### src/rtl/mode_set_pkg.sv
// Constants, encodings and decode helper for the microcore mode-set logic.
// Assumes 16-bit instruction words and a single 40 MHz core clock.
`default_nettype none
package mode_set_pkg;
    // Opcode patterns and masks (mask bit 1 = fixed bit)
    localparam logic [15:0] OP_CRB  = 16'h3740;
    localparam logic [15:0] MSK_CRB = 16'hFFE8;
    localparam logic [15:0] OP_CRT  = 16'h358C;
    localparam logic [15:0] OP_DCC  = 16'h3542;
    localparam logic [15:0] OP_DM   = 16'h3584;
    localparam logic [15:0] OP_DRM  = 16'h3580;
    localparam logic [15:0] MSK_2B  = 16'hFFFC;
    localparam logic [15:0] MSK_1B  = 16'hFFFE;
    // Operand field positions
    localparam int unsigned CRB_LVL_POS = 4;
    localparam int unsigned HI_POS      = 8;
    localparam int unsigned OFS_W       = 6;
    localparam int unsigned N4_W        = 4;
    // DAC write strobe positions
    localparam int unsigned WR_VALUE = 0;
    localparam int unsigned WR_OFS   = 1;
    localparam int unsigned WR_4H    = 2;
    localparam int unsigned WR_4NEG  = 3;
    localparam int unsigned WR_BOOST = 4;
    // Reset values
    localparam logic [7:0] RST_CTRL_HI = 8'h00;
    localparam logic       RST_CONV    = 1'b0;
    // Mode encodings, in operand order
    typedef enum logic [1:0] {SEL_SSSC, SEL_OSSC, SEL_SSOC, SEL_OSOC} share_sel_t;
    typedef enum logic [1:0] {DAC_BOOST, DAC_VALUE, DAC_OFFSET, DAC_FULL} dac_mode_t;
    typedef enum logic [1:0] {RAM_WORD, RAM_LOW, RAM_HIGH, RAM_SWAP} ram_mode_t;

    // Masked opcode compare
    function automatic logic op_match(input logic [15:0] w, input logic [15:0] op,
                                      input logic [15:0] msk);
        return (w & msk) == op;
    endfunction : op_match
endpackage : mode_set_pkg
`default_nettype wire

### src/rtl/mode_if.sv
// Mode settings passed from the decoder to its helper blocks.
// Assumes one driver (src) and any number of readers (snk).
`default_nettype none
interface mode_if;
    import mode_set_pkg::*;
    logic      converter_mode; // 1 = autonomous regulation
    ram_mode_t ram_mode;       // Data RAM read shaping
    modport src (output converter_mode, output ram_mode);
    modport snk (input converter_mode, input ram_mode);
endinterface : mode_if
`default_nettype wire

### src/rtl/converter_regulator.sv
// Low-side converter pre-driver control: core drive or hysteresis loop.
// Assumes comparator pins are asynchronous to clk.
`default_nettype none
module converter_regulator import mode_set_pkg::*; (
    // Clock and reset
    input  wire logic clk,
    input  wire logic nrst,
    // Mode
    mode_if.snk       cfg,
    // Drive sources
    input  wire logic core_drive,
    input  wire logic below_4l_pin,
    input  wire logic above_4h_pin,
    // Pre-driver
    output logic      lowside
);
    typedef struct packed {
        logic [2:0] lo_sync; // Synchroniser chain, below 4l
        logic [2:0] hi_sync; // Synchroniser chain, above 4h
        logic       lo_f;    // Agreed level
        logic       hi_f;
        logic       drive;
    } reg_st_t;
    reg_st_t st_ff;
    reg_st_t nxt_st;

    ////////////////////////////////////////////////////////////////
    // Next state: a level counts once stages two and three agree
    always_comb begin
        nxt_st = st_ff;
        nxt_st.lo_sync = {st_ff.lo_sync[1:0], below_4l_pin};
        nxt_st.hi_sync = {st_ff.hi_sync[1:0], above_4h_pin};
        if (st_ff.lo_sync[1] == st_ff.lo_sync[2]) begin
            nxt_st.lo_f = st_ff.lo_sync[2];
        end
        if (st_ff.hi_sync[1] == st_ff.hi_sync[2]) begin
            nxt_st.hi_f = st_ff.hi_sync[2];
        end
        if (!cfg.converter_mode) begin
            nxt_st.drive = core_drive;
        end else if (st_ff.hi_f) begin
            // Over limit wins, so a bad comparator pair cannot latch on
            nxt_st.drive = 1'b0; // [RULE9]
        end else if (st_ff.lo_f) begin
            nxt_st.drive = 1'b1; // [RULE9]
        end
    end

    // State register
    always_ff @(posedge clk or negedge nrst) begin
        if (!nrst) begin
            st_ff <= '0;
        end else begin
            st_ff <= nxt_st;
        end
    end
    assign lowside = st_ff.drive;
endmodule : converter_regulator
`default_nettype wire

### src/rtl/ram_read_shaper.sv
// Shapes Data RAM read words for load instructions by read mode.
// Assumes one read word per ram_rd_valid pulse.
`default_nettype none
module ram_read_shaper import mode_set_pkg::*; (
    // Clock and reset
    input  wire logic        clk,
    input  wire logic        nrst,
    // Mode
    mode_if.snk              cfg,
    // Raw read
    input  wire logic        rd_valid,
    input  wire logic [15:0] rd_word,
    // Shaped read
    output logic [15:0]      rd_result,
    output logic             rd_done
);
    typedef struct packed {
        logic        done;
        logic [15:0] data;
    } shp_st_t;
    shp_st_t st_ff;
    shp_st_t nxt_st;

    ////////////////////////////////////////////////////////////////
    // Mode is sampled with the read, so earlier loads are untouched
    always_comb begin
        nxt_st = st_ff;
        nxt_st.done = rd_valid;
        if (rd_valid) begin // [RULE20]
            unique case (cfg.ram_mode)
                RAM_WORD: nxt_st.data = rd_word;
                RAM_LOW:  nxt_st.data = {8'h00, rd_word[7:0]};   // [RULE17]
                RAM_HIGH: nxt_st.data = {8'h00, rd_word[15:8]};  // [RULE18]
                RAM_SWAP: nxt_st.data = {rd_word[7:0], rd_word[15:8]}; // [RULE19]
            endcase
        end
    end

    // State register
    always_ff @(posedge clk or negedge nrst) begin
        if (!nrst) begin
            st_ff <= '0;
        end else begin
            st_ff <= nxt_st;
        end
    end
    assign rd_result = st_ff.data;
    assign rd_done   = st_ff.done;
endmodule : ram_read_shaper
`default_nettype wire

### src/rtl/microcore_mode_set.sv
// Mode-set instruction decoder and executor for one microcore.
// Assumes one instruction per instr_valid pulse and peer cores on clk.
`default_nettype none
// Function
// RULE1 - Set-bit writes level into one control bit
// RULE2 - Select codes 000..111 map to bits 8..15
// RULE3 - Level in bit 4, zero bit 3, select 2:0
// RULE4 - Own shared register; peers' registers are readable
// RULE5 - Shared select code sits in instruction bits 1:0
// RULE6 - Codes: self, other core, same other channel, both
// RULE7 - Shared select resets to own register
// RULE8 - Converter mode bit 0: core or autonomous
// RULE9 - Autonomous mode regulates pre-driver between 4l, 4h
// RULE10 - Converter mode resets to core control
// RULE11 - DAC mode: boost, value/4h, offset/4neg, both
// RULE12 - Combined address picks register; mode 00 plain none
// RULE13 - Value and 4h use the low eight bits
// RULE14 - Offset in bits 13:8, 4neg in 11:8
// RULE15 - DAC mode resets to value/4h
// RULE16 - Read mode: word, low, high, swapped
// RULE17 - Low byte lands in destination low byte
// RULE18 - High byte moves low; upper byte cleared
// RULE19 - Swap mode exchanges the two bytes
// RULE20 - Read mode affects only later loads
// RULE21 - Read mode resets to full word
// RULE22 - Settings held per core until rewritten
module microcore_mode_set import mode_set_pkg::*; (
    // Clock and reset
    input  wire logic        clk,
    input  wire logic        nrst,
    // Instruction stream
    input  wire logic        instr_valid,
    input  wire logic [15:0] instr_word,
    // Control register upper byte
    output logic [7:0]       ctrl_hi_bits,
    // Shared communication registers
    input  wire logic        comm_wr,
    input  wire logic [15:0] comm_wdata,
    output logic [15:0]      channel_shared_comm_reg,
    input  wire logic        comm_rd,
    input  wire logic [15:0] peer_comm_ossc,
    input  wire logic [15:0] peer_comm_ssoc,
    input  wire logic [15:0] peer_comm_osoc,
    output logic [15:0]      comm_rdata,
    output logic             comm_rd_done,
    // Converter control
    input  wire logic        core_lowside_drive,
    input  wire logic        below_4l_pin,
    input  wire logic        above_4h_pin,
    output logic             converter_lowside_predriver,
    output logic             converter_mode_sel,
    // DAC data access
    input  wire logic        dac_acc_valid,
    input  wire logic        dac_acc_write,
    input  wire logic        dac_acc_combined,
    input  wire logic [15:0] dac_wdata,
    input  wire logic [7:0]  dac_value_in,
    input  wire logic [5:0]  dac_offset_in,
    input  wire logic [7:0]  dac_4h_in,
    input  wire logic [3:0]  dac_4neg_in,
    input  wire logic [7:0]  dac_boost_in,
    output logic [15:0]      dac_rdata,
    output logic             dac_rd_done,
    output logic [4:0]       dac_wr_strobe,
    output logic [15:0]      dac_wr_data,
    output logic [1:0]       dac_slice_sel,
    // Data RAM reads
    input  wire logic        ram_rd_valid,
    input  wire logic [15:0] ram_rd_word,
    output logic [15:0]      ram_rd_result,
    output logic             ram_rd_done,
    output logic [1:0]       ram_read_mode_sel
);
    typedef struct packed {
        logic [7:0]  ctrl_hi;   // Control bits 15..8
        share_sel_t  share_sel; // Shared register target
        logic        conv_mode; // Converter regulation mode
        dac_mode_t   dac_mode;  // DAC slice mode
        ram_mode_t   ram_mode;  // Data RAM read mode
        logic [15:0] own_comm;  // This core's shared register
        logic [15:0] comm_rd;   // Shared read data
        logic        comm_done;
        logic [15:0] dac_rd;    // DAC read data
        logic        dac_done;
        logic [4:0]  dac_wr;    // DAC write strobes
        logic [15:0] dac_wdat;
    } core_st_t;

    localparam core_st_t ST_RST = '{
        ctrl_hi:   RST_CTRL_HI,
        share_sel: SEL_SSSC,
        conv_mode: RST_CONV,
        dac_mode:  DAC_VALUE,
        ram_mode:  RAM_WORD,
        default:   '0
    };

    core_st_t st_ff;  // Whole state of this core
    core_st_t nxt_st; // Next state
    mode_if   cfg (); // Modes to helpers

    // Decoded instruction strobes
    logic is_crb;
    logic is_crt;
    logic is_dcc;
    logic is_dm;
    logic is_drm;
    logic [2:0] ctrl_bit_select; // Selected control bit

    ////////////////////////////////////////////////////////////////
    // Instruction decode
    assign is_crb = instr_valid && op_match(instr_word, OP_CRB, MSK_CRB); // [RULE3]
    assign is_crt = instr_valid && op_match(instr_word, OP_CRT, MSK_2B);  // [RULE5]
    assign is_dcc = instr_valid && op_match(instr_word, OP_DCC, MSK_1B);  // [RULE8]
    assign is_dm  = instr_valid && op_match(instr_word, OP_DM, MSK_2B);   // [RULE11]
    assign is_drm = instr_valid && op_match(instr_word, OP_DRM, MSK_2B);  // [RULE16]
    assign ctrl_bit_select = instr_word[2:0];

    ////////////////////////////////////////////////////////////////
    // Next state: mode execution and access handling
    always_comb begin
        nxt_st = st_ff;
        nxt_st.comm_done = comm_rd;
        nxt_st.dac_done  = dac_acc_valid && !dac_acc_write;
        nxt_st.dac_wr    = '0;
        // Mode instructions; each leaves the other settings alone
        if (is_crb) begin
            // Code n reaches bit 8+n; others keep their level
            nxt_st.ctrl_hi[ctrl_bit_select] = instr_word[CRB_LVL_POS]; // [RULE1] [RULE2]
        end
        if (is_crt) begin
            nxt_st.share_sel = share_sel_t'(instr_word[1:0]); // [RULE5]
        end
        if (is_dcc) begin
            nxt_st.conv_mode = instr_word[0]; // [RULE8]
        end
        if (is_dm) begin
            nxt_st.dac_mode = dac_mode_t'(instr_word[1:0]); // [RULE11]
        end
        if (is_drm) begin
            nxt_st.ram_mode = ram_mode_t'(instr_word[1:0]); // [RULE20]
        end
        // Own shared register, written by this core
        if (comm_wr) begin
            nxt_st.own_comm = comm_wdata; // [RULE4]
        end
        // Shared register read through the current target
        if (comm_rd) begin
            unique case (st_ff.share_sel) // [RULE6]
                SEL_SSSC: nxt_st.comm_rd = st_ff.own_comm;
                SEL_OSSC: nxt_st.comm_rd = peer_comm_ossc;
                SEL_SSOC: nxt_st.comm_rd = peer_comm_ssoc;
                SEL_OSOC: nxt_st.comm_rd = peer_comm_osoc;
            endcase
        end
        // DAC access; slices picked by the current DAC mode
        if (dac_acc_valid) begin
            nxt_st.dac_rd   = '0;
            nxt_st.dac_wdat = dac_wdata;
            if (dac_acc_combined) begin
                unique case (st_ff.dac_mode) // [RULE12]
                    DAC_BOOST: begin
                        nxt_st.dac_rd[7:0] = dac_boost_in;
                        nxt_st.dac_wr[WR_BOOST] = dac_acc_write;
                    end
                    DAC_VALUE: begin
                        nxt_st.dac_rd[7:0] = dac_4h_in; // [RULE13]
                        nxt_st.dac_wr[WR_4H] = dac_acc_write;
                    end
                    DAC_OFFSET: begin
                        nxt_st.dac_rd[HI_POS +: N4_W] = dac_4neg_in; // [RULE14]
                        nxt_st.dac_wr[WR_4NEG] = dac_acc_write;
                    end
                    DAC_FULL: begin
                        nxt_st.dac_rd[7:0] = dac_4h_in;
                        nxt_st.dac_rd[HI_POS +: N4_W] = dac_4neg_in;
                        nxt_st.dac_wr[WR_4H] = dac_acc_write;
                        nxt_st.dac_wr[WR_4NEG] = dac_acc_write;
                    end
                endcase
            end else begin
                unique case (st_ff.dac_mode) // [RULE11]
                    DAC_BOOST: begin
                        // Plain DAC address reaches nothing here
                        nxt_st.dac_rd = '0; // [RULE12]
                    end
                    DAC_VALUE: begin
                        nxt_st.dac_rd[7:0] = dac_value_in; // [RULE13]
                        nxt_st.dac_wr[WR_VALUE] = dac_acc_write;
                    end
                    DAC_OFFSET: begin
                        nxt_st.dac_rd[HI_POS +: OFS_W] = dac_offset_in; // [RULE14]
                        nxt_st.dac_wr[WR_OFS] = dac_acc_write;
                    end
                    DAC_FULL: begin
                        nxt_st.dac_rd[7:0] = dac_value_in;
                        nxt_st.dac_rd[HI_POS +: OFS_W] = dac_offset_in;
                        nxt_st.dac_wr[WR_VALUE] = dac_acc_write;
                        nxt_st.dac_wr[WR_OFS] = dac_acc_write;
                    end
                endcase
            end
        end
    end

    ////////////////////////////////////////////////////////////////
    // State register; private to this core
    always_ff @(posedge clk or negedge nrst) begin // [RULE22]
        if (!nrst) begin
            st_ff <= ST_RST; // [RULE7] [RULE10] [RULE15] [RULE21]
        end else begin
            st_ff <= nxt_st;
        end
    end

    ////////////////////////////////////////////////////////////////
    // Outputs and helper blocks
    assign cfg.converter_mode = st_ff.conv_mode;
    assign cfg.ram_mode       = st_ff.ram_mode;
    assign ctrl_hi_bits            = st_ff.ctrl_hi;
    assign channel_shared_comm_reg = st_ff.own_comm;
    assign comm_rdata              = st_ff.comm_rd;
    assign comm_rd_done            = st_ff.comm_done;
    assign converter_mode_sel      = st_ff.conv_mode;
    assign dac_rdata               = st_ff.dac_rd;
    assign dac_rd_done             = st_ff.dac_done;
    assign dac_wr_strobe           = st_ff.dac_wr;
    assign dac_wr_data             = st_ff.dac_wdat;
    assign dac_slice_sel           = st_ff.dac_mode;
    assign ram_read_mode_sel       = st_ff.ram_mode;

    // Pre-driver source selection and hysteresis
    converter_regulator u_reg (
        .clk          (clk),
        .nrst         (nrst),
        .cfg          (cfg),
        .core_drive   (core_lowside_drive),
        .below_4l_pin (below_4l_pin),
        .above_4h_pin (above_4h_pin),
        .lowside      (converter_lowside_predriver)
    );

    // Load-path byte shaping
    ram_read_shaper u_shp (
        .clk       (clk),
        .nrst      (nrst),
        .cfg       (cfg),
        .rd_valid  (ram_rd_valid),
        .rd_word   (ram_rd_word),
        .rd_result (ram_rd_result),
        .rd_done   (ram_rd_done)
    );
endmodule : microcore_mode_set
`default_nettype wire

### config.mk
export PLATFORM = sky130hd
export DESIGN_NAME = microcore_mode_set
export DESIGN_NICKNAME = d
export VERILOG_FILES = /design/src/rtl/mode_set_pkg.sv /design/src/rtl/mode_if.sv /design/src/rtl/converter_regulator.sv /design/src/rtl/ram_read_shaper.sv /design/src/rtl/microcore_mode_set.sv
export SDC_FILE = /design/constraint.sdc
export NUM_CORES = 1
export LEC_CHECK = 0
export BUFFER_PORTS_ARGS = -buffer_cell sky130_fd_sc_hd__clkbuf_2
export CORE_MARGIN = 2
export CORE_UTILIZATION = 48
export CTS_CLUSTER_SIZE = 25
export DETAILED_ROUTE_END_ITERATION = 6
export PLACE_DENSITY_LB_ADDON = 0.05
export SETUP_SLACK_MARGIN = 0.05
export SLEW_MARGIN = 20
export SYNTH_ARGS = -nofsm -noshare
export SYNTH_HDL_FRONTEND = slang
export SYNTH_SLANG_ARGS = --single-unit
### constraint.sdc
create_clock -name clk -period 3.3 [get_ports clk]
set_clock_uncertainty 0.15 [all_clocks]
set_input_delay 0.165 -clock clk [delete_from_list [all_inputs] [get_ports clk]]
set_output_delay 0.165 -clock clk [all_outputs]
set_load 0.005 [all_outputs]
### Word-level counts from Yosys, hierarchy flattened

Index checks and enable logic that the tools add are counted.

* register bits after elaboration: 112
* input bits: 158
* output and inout bits: 102

* order comparisons: 2
* equality and inequality tests: 17
* mux-type cells: 20
* reductions and logical operators: 13

Operators with widths (count)
* $pmux W16 S4: 2
* $eq A14 B12 Y1 const B: 3
* $mux W21: 1
* $pmux W8 S2: 1
* $eq A15 B13 Y1 const B: 1
* $eq A12 B10 Y1 const B: 1
* $eq A2 B2 Y1 const B: 6
* $mux W12: 1
* $bwmux W8: 1
* $mux W8: 1
* $logic_and A1 B1 Y1: 7
* $mux W1: 7
* $eq A2 B1 Y1 const B: 3
* $logic_not A2 Y1: 3
* $mux W6: 1
* $lt A3 B4 Y1 const B: 1
* $mux W2: 2
* $mux W4: 1
* $reduce_or A2 Y1: 2
* $demux W1 S3: 1
* $ge A3 B1 Y1 const B: 1
* $mux W3: 1
* $ne A3 B1 Y1 const B: 1
* $eq A1 B1 Y1: 2
* $logic_not A1 Y1: 1

### Depth between registers and ports, before layout

* depth after elaboration: 5
* gate-level depth with buffers: 4
* depth with buffers taken out: 3

### Modules after synthesis

From an unflattened synthesis, not the netlist that was laid out.

* cell total of the unflattened synthesis: 454
* area total of the unflattened synthesis: 5636.7 µm²

Modules (own cells, without submodules)
* microcore_mode_set: instances 1, cells each 360, area an instance 4561.9 µm²
* ram_read_shaper: instances 1, cells each 79, area an instance 807.0 µm²
* converter_regulator: instances 1, cells each 15, area an instance 267.8 µm²

### Least setup slack after synthesis

No wires, ideal clock.

* kind: register to register
* start: register st_ff[77] (netlist name)
* end: register st_ff (netlist bit comm_rdata[10])
* library setup time: 0.125 ns
* data arrival time: 1.331 ns
* slack: 1.694 ns
* stages on the path, launching flop included: 5
* path buffers: 2
* path through: dfrtp_1 > clkbuf_1 > buf_2 > mux4_2 > mux2_4

* word-level cells in the longest chain between the ends: 2

Ends and longest elaborated chain
* from (decl): line microcore_mode_set.sv:98 `core_st_t st_ff;`
* from (signal assigned): line microcore_mode_set.sv:212 `st_ff <= nxt_st;`
* $eq A2 B2 Y1, or another cell as far along: line microcore_mode_set.sv:149 `unique case (st_ff.share_sel)`
* $pmux W16 S4 (*): line microcore_mode_set.sv:149

Every way passes the cells marked *; elsewhere a longest branch is shown, timed or not.
A chain may end at the register's enable or synchronous reset.

### Worst setup path after layout

* start: register st_ff (netlist bit dac_slice_sel[0])
* end: register st_ff (netlist bit dac_rdata[2])

* word-level cells in the longest chain between the ends: 4

Ends and longest elaborated chain
* $eq A2 B2 Y1 / $eq A2 B1 Y1 (equally long branches): line microcore_mode_set.sv:161, microcore_mode_set.sv:182
* $reduce_or A2 Y1 (no source line)
* $pmux W8 S2 / $mux W8 (equally long branches): line microcore_mode_set.sv:161, microcore_mode_set.sv:182
* $mux W12 (*): line microcore_mode_set.sv:160 `if (dac_acc_combined) begin`

Marks and branches as above.

==> metrics.yaml <==
global_route:
  largest_net_degree_at_the_start_of_global_routing: 59
  gr-total-overflow: 0
  global_route.usage.met1: 0.266
  grt_first_pass_wirelength_microns: 22000
  track_usage: 0.220
  number_of_global_route_vias_before_repair: 4459
  grt_util_met2: 0.394
  number_of_antenna_violations_at_the_first_check_in_global_routing: 0
  globalRouteMet3Util: 0.0506
  globalRoute.busiestLayer: "met2"
timing:
  fmax_ghz: 0.410
  crit_path_time_final_ns: 2.44
  timing_max_transition_violations_final: 0
  final.setup.tns_ns: 0
  final_min_period_over_clock_period: 0.739
  max_slew_margin: 0.344
  finalHoldViolations: 0
  rsz_0062_raised_after_global_routing: "no"
  report.final.setup_viol: 0
  fin_ws_ns: 0.860
  actual_slew_at_the_worst_max_slew_pin_ns: 0.983
power_and_ir_drop:
  share_clk_of_total_power: 0.364
  power_switching_share: 0.237
  p_sw_uw: 757
  power.share.sequential: 0.473
  cellInternalPower_uw: 2440
  power_per_cell_area_nw_per_um2: 432
  combPwrFrac: 0.162
  total_leakage_power_uw: 0.00359
  ir_worst_vdd_v: 0.000308
floorplanning:
  starting_utilization_of_the_core_area: 0.490
  die_h_microns: 112
  placeableCoreArea_sq_um: 11400
  num_rows: 39
  die-area_sq_um: 12500
  die_w_microns: 112
  io-pin-count: 260
detailed_routing:
  wl_microns: 13500
  antenna_violating_nets_post_route: 0
  dr_total_vias: 4231
  wire_per_inst_microns: 16.2
  via_to_cell_ratio: 5.08
  drt_first_iter_violations: 207
  route.detailed.drc: 0
  drt_pre_antenna_iters: 4
logic_synthesis:
  netlist-cell-type-count: 35
  netlist.area_leader.share: 0.490
  synthFlopType: "dfrtp_1"
  netlist.top_cell.by_area: "dfrtp_1"
  synth-edff-count: 0
  synth.cell_area_sq_um: 5570
  yosys.cell_count.top_type: "dfrtp_1"
  postSynth.asyncResetShare: 1.00
  synth.top_cells.by_count: "dfrtp_1, buf_4, mux2_2"
  number_of_warning_messages_in_the_yosys_log: 0
  number_of_synthesized_register_bits: 110
  synthesis.area_per_instance_sq_um: 12.5
  seq_area_frac_synth: 0.495
  post_synth_inst_count: 446
  synth_area_leaders: "dfrtp_1, mux2_2, buf_4, mux4_2, mux4_1"
setup_path:
  worst-endpoint-required_ns: 3.43
  worst_setup_path_start_kind: "register"
  criticalPathCategory: "register to register"
  regToRegSetupSlack_ns: 0.86
  setup.worst_path.end_class: "register"
  critical_path_arrival_ns: 2.57
  timing.critical_path.fanout_max: 21
clock_tree:
  inserted_clock_buffers: 9
  clkLatencyLatePin_ns: 0.34
  cts-root-to-sink-buffers: 2
  cts_setup_buffers: 0
  worst_setup_hold_path_clk_slew_ns: 0.07
  cts.sinks: 110
  cts_tree: "built"
  htree_num_levels: 3
  clockRootBuffer: "clkbuf_16"
min_path:
  hold_path.class: "input port to register"
run:
  max_cap_violations: 0
cells_and_area:
  area.growth.synth_to_final_pct: 33.0
  fin_area_sq_um: 7410
  antennaDiodeCount: 0
  drive_above_1_share: 0.506
  final_nets: 843
placement:
  dp_worst_setup_slack_ns: 1.05
  port-buffer-count: 257
  finalWeightedCongestion: 0.785
  post_dp_cell_area_sq_um: 6310
  detailed_place_hpwl_microns: 9700
status:
  run_status: "finished, final reports clean"
==> cells in the final DEF, fill, tap and decap left out, drive strengths merged, types with 2 or more instances in the layout <==
master | synthesis | routed
dfrtp | 109 | 109
clkinv | 0 | 2
nor4 | 2 | 2
dlygate4sd3 | 0 | 77
mux2 | 64 | 64
bufinv | 0 | 2
nor2b | 3 | 3
o22ai | 6 | 6
a21oi | 24 | 24
nand3 | 8 | 8
nor4bb | 10 | 10
a22oi | 8 | 8
and4 | 2 | 2
buf | 94 | 2
and4bb | 2 | 2
mux2i | 12 | 12
mux4 | 16 | 16
and4b | 2 | 2
inv | 6 | 7
clkbuf | 14 | 266
a31oi | 8 | 8
nand4 | 12 | 12
nor2 | 28 | 28
maj3 | 2 | 2
nor4b | 4 | 4
conb | 1 | 2
nand2 | 4 | 4
==> per-layer routing <==
metal | up-vias | wire length (microns) | part of all wire
li1 | 2010 | - | -
met1 | 2034 | 5500 | 0.41
met2 | 170 | 6890 | 0.51
met3 | 17 | 896 | 0.066
met4 | 0 | 242 | 0.018
met5 | - | 0 | 0
==> kinds of logic after synthesis <==
| kind of cell | Yosys count | share of synthesized area |
|---|---|---|
| buffers and inverters | 114 | 0.138 |
| flip-flops | 110 | 0.495 |
| multiplexers | 92 | 0.227 |
| AND/OR/NAND/NOR | 81 | 0.0885 |
| AO/OA/AOI/OAI | 46 | 0.0481 |
| adder cells (fa/ha/maj) | 2 | 0.00360 |
| other | 1 | 0.000674 |
==> power by group through the flow <==
stage	combinational, uW	clock (uW)	sequential (uW)
after global placement	436	0	1540
after detailed placement	446	0	1540
final	519	1170	1510
after global routing	572	1250	1530
after CTS	523	1200	1510
after floorplan	304	0	1520
==> repair_timing <==
| item | in CTS | in global routing |
|---|---|---|
| endpoints found under the setup margin | 0 | 0 |
| hold endpoints to repair | 128 | 0 |
| hold buffers | 77 | 0 |
| resized for setup | 0 | 0 |
==> critical path, stage by stage (launching register included) <==
cell           delay [ns]
dfstp_2              0.75
nor2b_1              0.57
a21oi_1              0.15
a31oi_1              0.19
dlygate4sd3_1        0.57
==> final timing paths <==
check / from / end / cells after the start
worst max-delay path: dac_slice_sel[0]$_DFFE_PN1P_ / dac_rdata[2]$_DFFE_PN0P_ / 4
worst min-delay path: ram_rd_word[6] / u_shp.rd_result[6]$_DFFE_PN0P_ / 3
worst max register to register: dac_slice_sel[0]$_DFFE_PN1P_ / dac_rdata[2]$_DFFE_PN0P_ / 4
worst min register to register: u_reg.nxt_st[7]$_DFF_PN0_ / u_reg.nxt_st[8]$_DFF_PN0_ / 0
max in group asynchronous: nrst / dac_slice_sel[0]$_DFFE_PN1P_ / 3
min in group asynchronous: nrst / comm_rdata[1]$_DFFE_PN0P_ / 2
==> cell type report <==
cell class / count / area [sq um]
Clock buffer: 10 / 229
Fill cell: 881 / 3960
Tap cell: 143 / 179
Multi-Input combinational cell: 223 / 2050
Clock inverter: 6 / 93.8
Timing Repair Buffer: 335 / 2080
Sequential cell: 110 / 2750
Inverter: 6 / 22.5
==> stage by stage <==
step | total power [uW] | std cells | hold WS (ns) | util
after floorplan | 1830 | 447 | -0.281 | -
after global placement | 1970 | 740 | 0.125 | 0.555
after detailed placement | 1990 | 740 | 0.128 | 0.555
after CTS | 3240 | 833 | 0.000841 | 0.651
after global routing | 3350 | 833 | 0.00707 | 0.651
final | 3200 | 833 | 0.000565 | 0.651
No activity file was read; power rests on OpenSTA's default activity.
